### src/shared/epm_pkg.sv
// shared types and constants for enclave perfmon suppression
package epm_pkg;
	localparam int ADDR_W         = 64;
	localparam int STATUS_W       = 64;
	localparam int SCI_BIT        = 60;
	localparam int NUM_GP_DEF     = 4;
	localparam int NUM_FIXED      = 3;
	localparam logic RST_FLAG     = 1'b0;
	localparam logic [7:0] ONE_INC = 8'h01;

	// enclave transition kinds from retirement
	typedef enum logic [2:0] {
		EPM_EV_NONE,
		EPM_EV_ENTER,
		EPM_EV_RESUME,
		EPM_EV_EXIT,
		EPM_EV_AEX,
		EPM_EV_SYS_LEAF,
		EPM_EV_KEYRPT_LEAF,
		EPM_EV_EEE_DONE
	} epm_ev_t;

	// one retirement event from the core
	typedef struct packed {
		logic               valid;
		epm_ev_t            kind;
		logic               opt_out;
		logic [ADDR_W-1:0]  insn_addr;
		logic [ADDR_W-1:0]  ssa_addr;
		logic [ADDR_W-1:0]  aep_addr;
		logic               record_pending;
	} epm_retire_t;

	// record request to the store engine
	typedef struct packed {
		logic               valid;
		logic [ADDR_W-1:0]  event_ip;
		logic               synthetic;
	} epm_record_t;

	// block state
	typedef struct packed {
		logic               suppress;
		logic               sci_flag;
		logic [ADDR_W-1:0]  entry_addr;
		logic               in_aex_window;
		logic               second_pend;
		logic               trap_pend;
		logic               abort;
		epm_record_t        rec;
		logic [7:0]         branch_inc;
		logic [7:0]         insn_inc;
		logic               deliver_fault;
	} epm_state_t;
endpackage

### src/logic/epm_core.sv
// enclave perfmon suppression and record pointer logic
`timescale 1ns/1ps

// Summary of operation
// - status bit sixty reports side-channel interference; clear means normal counting.
// - opt-in entry leaves counting and records normal, flag clear.
// - opt-out entry stops fixed zero and general counters; fixed one, two run.
// - opt-out execution suppresses precise records and sets interference flag.
// - sibling all-threads counters are demoted to own thread during opt-out.
// - exit leaf or asynchronous exit unsuppresses counting and records.
// - demoted sibling counters return to all-threads counting when SIB_OPT_OUT clears.
// - system leaves and key/report leaves report their own instruction address unless suppressed.
// - enter/resume report own address when opt-in, no record when opt-out.
// - record at exit end uses exit address or last entry address.
// - record at async exit end uses saved-state pointer or last entry address.
// - second record after exiting event delivery reports async exit pointer.
// - store faults outside async exit window are delivered now, record skipped.
// - fault on record store at async exit end is hidden, record aborted.
// - trap on record store at async exit end pends to next boundary.
// - after abort the exiting event delivery continues.
// - opt-in transitions count as one far branch and one instruction each.
// - opt-out enclave run counts as one branch and one instruction.
// - counters shared between cores are never affected by entry.
module epm_core #(
	parameter int NUM_GP = epm_pkg::NUM_GP_DEF
) (
	// clock and reset
	input  wire logic                            MCLK,
	input  wire logic                            RSTN,
	input  wire logic                            CE,
	// retirement events
	input  wire epm_pkg::epm_retire_t            RETIRE,
	// record store status
	input  wire logic                            STORE_FAULT,
	input  wire logic                            STORE_TRAP,
	input  wire logic                            INSN_BOUNDARY,
	// counter enables requested by software
	input  wire logic [epm_pkg::NUM_FIXED-1:0]   FIXED_EN,
	input  wire logic [NUM_GP-1:0]               GP_EN,
	input  wire logic [epm_pkg::NUM_FIXED+NUM_GP-1:0] SIB_ANY_CFG,
	input  wire logic                            SIB_OPT_OUT,
	input  wire logic                            RECORD_CFG,
	input  wire logic                            SHARED_EN_IN,
	// gated outputs
	output logic [epm_pkg::NUM_FIXED-1:0]        FIXED_GATE,
	output logic [NUM_GP-1:0]                    GP_GATE,
	output logic [epm_pkg::NUM_FIXED+NUM_GP-1:0] SIB_ANY_EFF,
	output logic                                 SHARED_EN,
	output logic [epm_pkg::STATUS_W-1:0]         GLOBAL_STATUS,
	output epm_pkg::epm_record_t                 RECORD,
	output logic [7:0]                           BRANCH_INC,
	output logic [7:0]                           INSN_INC,
	output logic                                 DELIVER_FAULT,
	output logic                                 TRAP_PENDING,
	output logic                                 RECORD_ABORT,
	output logic                                 SUPPRESSED
);
	epm_pkg::epm_state_t s_q;
	epm_pkg::epm_state_t s_d;

	function automatic logic is_entry(input epm_pkg::epm_ev_t k);
		return k == epm_pkg::EPM_EV_ENTER || k == epm_pkg::EPM_EV_RESUME;
	endfunction

	function automatic logic is_exit(input epm_pkg::epm_ev_t k);
		return k == epm_pkg::EPM_EV_EXIT || k == epm_pkg::EPM_EV_AEX;
	endfunction

	always_comb begin
		s_d = s_q;
		s_d.rec = '0;
		s_d.branch_inc = '0;
		s_d.insn_inc = '0;
		s_d.deliver_fault = 1'b0;
		s_d.abort = 1'b0;
		// record store faults outside the exit window
		if (STORE_FAULT && !s_q.in_aex_window) begin
			s_d.deliver_fault = 1'b1;
		end
		if (s_q.in_aex_window) begin
			if (STORE_FAULT) begin
				s_d.abort = 1'b1;
			end
			if (STORE_TRAP) begin
				s_d.trap_pend = 1'b1;
			end
		end
		if (INSN_BOUNDARY && !(s_q.in_aex_window && STORE_TRAP)) begin
			s_d.trap_pend = 1'b0;
		end
		if (RETIRE.valid) begin
			case (RETIRE.kind)
			epm_pkg::EPM_EV_ENTER, epm_pkg::EPM_EV_RESUME: begin
				s_d.entry_addr = RETIRE.insn_addr;
				if (RETIRE.opt_out) begin
					s_d.suppress = 1'b1;
					s_d.sci_flag = 1'b1;
				end else begin
					s_d.suppress = 1'b0;
					s_d.sci_flag = 1'b0;
					s_d.branch_inc = epm_pkg::ONE_INC;
					s_d.insn_inc = epm_pkg::ONE_INC;
					if (RETIRE.record_pending && RECORD_CFG) begin
						s_d.rec.valid = 1'b1;
						s_d.rec.event_ip = RETIRE.insn_addr;
					end
				end
			end
			epm_pkg::EPM_EV_EXIT: begin
				s_d.suppress = 1'b0;
				s_d.sci_flag = 1'b0;
				s_d.branch_inc = epm_pkg::ONE_INC;
				s_d.insn_inc = epm_pkg::ONE_INC;
				if (RETIRE.record_pending && RECORD_CFG) begin
					s_d.rec.valid = 1'b1;
					s_d.rec.event_ip = s_q.suppress ? s_q.entry_addr
						: RETIRE.insn_addr;
				end
			end
			epm_pkg::EPM_EV_AEX: begin
				s_d.suppress = 1'b0;
				s_d.sci_flag = 1'b0;
				s_d.branch_inc = epm_pkg::ONE_INC;
				s_d.insn_inc = epm_pkg::ONE_INC;
				s_d.in_aex_window = 1'b1;
				if (RETIRE.record_pending && RECORD_CFG) begin
					s_d.rec.valid = 1'b1;
					s_d.rec.synthetic = 1'b1;
					s_d.rec.event_ip = s_q.suppress ? s_q.entry_addr
						: RETIRE.ssa_addr;
				end
			end
			epm_pkg::EPM_EV_SYS_LEAF, epm_pkg::EPM_EV_KEYRPT_LEAF: begin
				if (RETIRE.record_pending && RECORD_CFG && !s_q.suppress) begin
					s_d.rec.valid = 1'b1;
					s_d.rec.event_ip = RETIRE.insn_addr;
				end
			end
			epm_pkg::EPM_EV_EEE_DONE: begin
				// exiting event delivery goes on even after abort
				s_d.in_aex_window = 1'b0;
				if (RETIRE.record_pending && RECORD_CFG) begin
					s_d.rec.valid = 1'b1;
					s_d.rec.event_ip = RETIRE.aep_addr;
				end
			end
			default: begin
			end
			endcase
		end
	end

	always_ff @(posedge MCLK or negedge RSTN) begin
		if (!RSTN) begin
			s_q <= '0;
		end else if (CE) begin
			s_q <= s_d;
		end
	end

	always_comb begin
		FIXED_GATE = FIXED_EN;
		FIXED_GATE[0] = FIXED_EN[0] & ~s_q.suppress;
		GP_GATE = GP_EN & {NUM_GP{~s_q.suppress}};
		SIB_ANY_EFF = SIB_ANY_CFG
			& {(epm_pkg::NUM_FIXED+NUM_GP){~SIB_OPT_OUT}};
		SHARED_EN = SHARED_EN_IN;
		GLOBAL_STATUS = '0;
		GLOBAL_STATUS[epm_pkg::SCI_BIT] = s_q.sci_flag;
		RECORD = s_q.rec;
		RECORD.valid = s_q.rec.valid & ~s_q.abort;
		BRANCH_INC = s_q.branch_inc;
		INSN_INC = s_q.insn_inc;
		DELIVER_FAULT = s_q.deliver_fault;
		TRAP_PENDING = s_q.trap_pend;
		RECORD_ABORT = s_q.abort;
		SUPPRESSED = s_q.suppress;
	end
endmodule

### config.mk
export PLATFORM = sky130hd
export DESIGN_NAME = epm_core
export DESIGN_NICKNAME = d
export VERILOG_FILES = /design/src/shared/epm_pkg.sv /design/src/logic/epm_core.sv
export SDC_FILE = /design/constraint.sdc
export NUM_CORES = 1
export LEC_CHECK = 0
export ABC_AREA = 1
export BUFFER_PORTS_ARGS = -buffer_cell sky130_fd_sc_hd__buf_2
export CAP_MARGIN = 40
export CORE_AREA = 2 2 149 151
export CTS_CLUSTER_DIAMETER = 100
export DETAILED_ROUTE_END_ITERATION = 6
export DIE_AREA = 0 0 151 153
export PLACE_DENSITY = 0.77
export SETUP_SLACK_MARGIN = 0.05
export SLEW_MARGIN = 25
export SYNTH_ARGS = -nofsm -noshare
export SYNTH_HDL_FRONTEND = slang
export SYNTH_SLANG_ARGS = --single-unit
### constraint.sdc
create_clock -name MCLK -period 1.6 [get_ports MCLK]
set_clock_uncertainty 0.15 [all_clocks]
set_input_delay 0.16 -clock MCLK [delete_from_list [all_inputs] [get_ports MCLK]]
set_output_delay 0.16 -clock MCLK [all_outputs]
set_load 0.02 [all_outputs]
# Word level (Yosys, flattened, before mapping)

Cells that the tools add are included.

Flip-flop bits (word level): 152
Input port bits: 221
Output and inout port bits: 165
Logic and storage cells: 66

Equal/unequal tests: 7
Mux-type cells: 21
Bitwise operators: 7
Reduce and logical (&&, ||, !) cells: 19

Operators by type and width:

| kind               | number |
|---|---|
| $mux 65            | 5 |
| $pmux 65 s5        | 1 |
| $mux 64            | 2 |
| $mux 82            | 1 |
| $mux 66            | 1 |
| $pmux 16 s2        | 1 |
| $eq 3x3->1 const B | 4 |
| $reduce_and 3->1   | 4 |
| $mux 9             | 1 |
| $reduce_bool 2->1  | 4 |
| $and 7x7->7        | 1 |
| $eq 3x2->1 const B | 2 |
| $reduce_or 2->1    | 3 |
| $logic_and 1x1->1  | 5 |
| $mux 1             | 5 |
| $and 4x4->4        | 1 |
| $mux 2             | 2 |
| $pmux 2 s2         | 1 |
| $eq 3x1->1 const B | 1 |
| $logic_not 1->1    | 3 |
| $not 1->1          | 3 |
| $and 1x1->1        | 2 |
| $pmux 1 s2         | 1 |

# Depth between registers and ports, before layout

Depth after elaboration: 5
Gate-level depth with buffers: 12
Depth with buffers taken out: 9

# Least setup slack after synthesis

Ideal clock, no wire load.

Kind: flip-flop to flip-flop
Start point: reg s_q, in the netlist SUPPRESSED
End point: reg s_q, in the netlist RECORD[56]
Library setup time: 0.117 ns
Arrival time: 1.407 ns
Data required time: 1.333 ns
Slack: -0.073 ns
Cell stages (with the launch flop): 13
Path buffers: 3
Clock period less this slack: 1.673 ns
Path through: dfrtp_1 > buf_2 > inv_1 > buf_2 > buf_2 > nand2_1 > nand2_1 > nand3_1 > nand2_1 > nor2_1 > nand2_1 > nand2_1 > nand2_1

Word-level cells in the longest chain between the ends: 5
Elaborated cells between the ends (all ways): 9
Those cells by class: 7 x mux; 2 x reduce/logical

RTL lines:

| what                     | line            | source |
|---|---|---|
| start: declaration       | epm_core.sv:58  | `epm_pkg::epm_state_t s_q;` |
| start signal: assignment | epm_core.sv:155 | `s_q <= '0;` |
| start signal: assignment | epm_core.sv:157 | `s_q <= s_d;` |
| $logic_not 1->1          | epm_core.sv:134 | `if (RETIRE.record_pending && RECORD_CFG && !s_q.suppress) begin` |
| $logic_and 1x1->1        | epm_core.sv:134 |  |
| $mux 65                  | epm_core.sv:134 |  |
| $pmux 65 s5 (*)          | epm_core.sv:92  | `case (RETIRE.kind)` |
| $mux 82 (*)              | epm_core.sv:91  | `if (RETIRE.valid) begin` |

Every way passes the cells marked *; elsewhere a longest branch is shown, timed or not.
A chain may end at the register's enable or synchronous reset.

# Worst setup path after layout

Start point: reg s_q, in the netlist SUPPRESSED
End point: reg s_q, in the netlist RECORD[44]

The elaborated chain is that of the path after synthesis.

==> impl_metrics.yaml <==
grt:
  first_global_vias: 11028
  grt_pass1_wl_um: 52800
  antenna_found_initial: 2
  grt_max_degree: 51
  grt_overflow_total: 0
  track_usage_pct: 28.6
setup_path:
  critical_path_class: "flip-flop to flip-flop"
  cp_data_required_time_ns: 1.81
  crit_top_cell: "nand2_1"
  slowest_stage: "dfrtp_2"
  start_kind: "flip-flop"
  path_cells: "buf_8 -> nor3_4 -> nand2_4 -> nand2_8 -> clkbuf_16 -> nand2_2 -> nand2_1 -> nand2_1 -> nand2_1"
  worst_ep_arrival_time_ns: 1.97
  slowest_delay_ns: 0.45
  r2r_slack_ns: -0.17
  cp_max_fo: 7
  crit_path_end_kind: "flip-flop"
floorplanning:
  fp.dieH_um: 153
  core_area_um2: 21500
  die_w_um: 151
  io_pins: 386
  rows: 54
  initial_utilization_pct: 46.6
  die-area_um2: 23100
timing:
  min_period_ns: 1.77
  rsz0062_at_grt: "true"
  timing.fmax_ghz: 0.566
  drv_slew: 0
  fin_tns_setup_ns: -6.83
  finalSetupViolCount: 70
  hold_violations: 0
  worst_slack_ns: -0.168
  finalCritPeriodShare_pct: 111
  holdWs_ns: 0.00901
place:
  dpl.hpwl_um: 21000
  port-buffer-count: 302
  gp_congestion: 0.859
yosys:
  syn_area_um2: 10000
  synthCells: 1627
  synth_top_family_by_area: "simple AND/OR/NAND/NOR gates"
  ys_warn_count: 0
  avgSynthCellArea_um2: 6.15
  ys_seq_elements: 136
  synth_simple_gate_area_share_pct: 44.7
  synth_adder_area_share_pct: 0
  synth_xor_area_share_pct: 0
  muxShareOfSynthArea_pct: 0
  synth_compound_area_share_pct: 2.88
  synthDistinctLibCells: 19
  synth-seq-area-share_pct: 34.0
power:
  ir_worst_vdd_mv: 0.696
  power.leakage_nw: 8.35
  powerDensity_nw_per_um2: 872
run:
  drv_cap: 0
clock_network:
  clock-sinks: 136
  clk_pin_slew_ns: 0.06
  clock_path_buffers: 2
  cts_buffers: 17
  root_buffer: "clkbuf_16"
  htreeDepth: 4
  clock_latency_ns: 0.43
  cts_tree: "done"
drt:
  drt_pass1_iterations: 7
  wirelength_um: 35900
  viasPerCell: 5.15
  wl_per_cell_um: 15.9
  drtAntennaViolNets: 0
  drtIter0Drc: 1098
  vias: 11593
  drc: 18
cells_and_area:
  num-fill-cells: 1844
  nets: 2179
  drive_above_1_share_pct: 25.4
  syn_to_final_growth_pct: 37.9
outcome:
  status: "finished, violations left"
  violations: "DRC, setup timing"
min_path:
  hp-class: "input pin to flip-flop"
per-layer routing:
layer  routed length [um]  global-route usage [%]  vias up  part of all wire [%]
met5                    0                       0        -                     0
met4                 1390                    13.6        0                   3.9
met3                 3260                    5.94      132                   9.1
met2                17200                    47.4      707                    48
met1                14100                    35.3     5302                    39
li1                     -                       -     5452                     -
worst max-delay path, delay by kind of cell, from the launching register on:
family	cells	cell delay, ns
and+or+nand+nor	7	0.72
buffers and inverters	2	0.37
DFF	1	0.45
synth_stat cells, drive strengths merged:
library cell | number | area share, %
a21oi | 48 | 2.4
clkbuf | 22 | 0.83
a32o | 1 | 0.10
o21ai | 6 | 0.30
nor3 | 1 | 0.050
nand3 | 196 | 9.8
dfrtp | 136 | 34
a22oi | 1 | 0.075
inv | 65 | 2.4
nor2 | 145 | 5.5
conb | 1 | 0.037
buf | 223 | 15
nand2 | 782 | 29
logic make-up after synthesis:
kind of cell | after synthesis
flops | 136
simple gates | 1124
buf+inv | 310
compound gates | 56
other cells | 1
final timing paths:
check / depth (start not counted) / end / startpoint
max: 9 / RECORD[44] / SUPPRESSED
min: 7 / RECORD[5] / RETIRE[5]
max reg2reg: 9 / RECORD[44] / SUPPRESSED
min reg2reg: 2 / RECORD[15] / RECORD[15]
max in group asynchronous: 3 / s_q[89] / RSTN
min in group asynchronous: 2 / RECORD[7] / RSTN
metrics by stage:
stage | util, % | power (mW) | cells | cell area, um2 | setup slack [ns]
floorplan | - | 6.37 | 1703 | 10400 | 0.0438
global placement | 52.3 | 7.06 | 2085 | 11200 | 0.0387
detailed placement | 52.3 | 7.13 | 2085 | 11200 | 0.000763
CTS | 61.8 | 11.7 | 2240 | 13300 | -0.0812
global route | 64.2 | 12.7 | 2253 | 13800 | -0.217
finish | 64.2 | 12.0 | 2253 | 13800 | -0.168
state kept, by name (all words and copies together), names as in the netlist:
signal and count:
s_q 66, RECORD 65, BRANCH_INC 1, DELIVER_FAULT 1, RECORD_ABORT 1, SUPPRESSED 1
TRAP_PENDING 1
cell usage in the layout (no fill, tap or decap), types with 3 or more instances in the layout:
cell type	n
buf_6	10
nand2_2	57
conb_1	77
buf_2	294
nand3_1	196
nand2_4	13
a21oi_2	9
buf_8	3
clkinv_4	3
nand2_1	711
inv_2	8
dlygate4sd3_1	116
nor2_4	7
buf_12	26
buf_16	4
nor2_1	134
clkbuf_16	25
inv_1	55
o21ai_0	4
clkinv_2	5
a21oi_1	38
dfrtp_1	135
nor2_2	4
buf_4	19
cell type report:
type | count | area, um2 | share of cell area, %
repair buffers | 480 | 3760 | 27.3
inverters | 65 | 254 | 1.84
flip-flops and latches | 136 | 3400 | 24.7
clock buffers | 20 | 457 | 3.31
multi-input cells | 1258 | 5440 | 39.4
well taps | 280 | 350 | 2.54
diodes | 2 | 5.00 | 0.0363
clock inverters | 12 | 126 | 0.916
timing repair:
item / CTS / global route
pin swaps: 17 / 50
hold buffers: 116 / 0
buffers inserted: 4 / 0
resized for setup: 58 / 93
endpoints found under the hold margin: 271 / 0
gates cloned: 3 / 12
setup endpoints to repair: 42 / 84
power by group:
group,internal [mW],total (mW),switching (mW)
registers,3.88,4.16,0.289
clock network,2.37,3.97,1.60
logic,1.58,3.90,2.32
No activity file was read; power rests on OpenSTA's default activity.
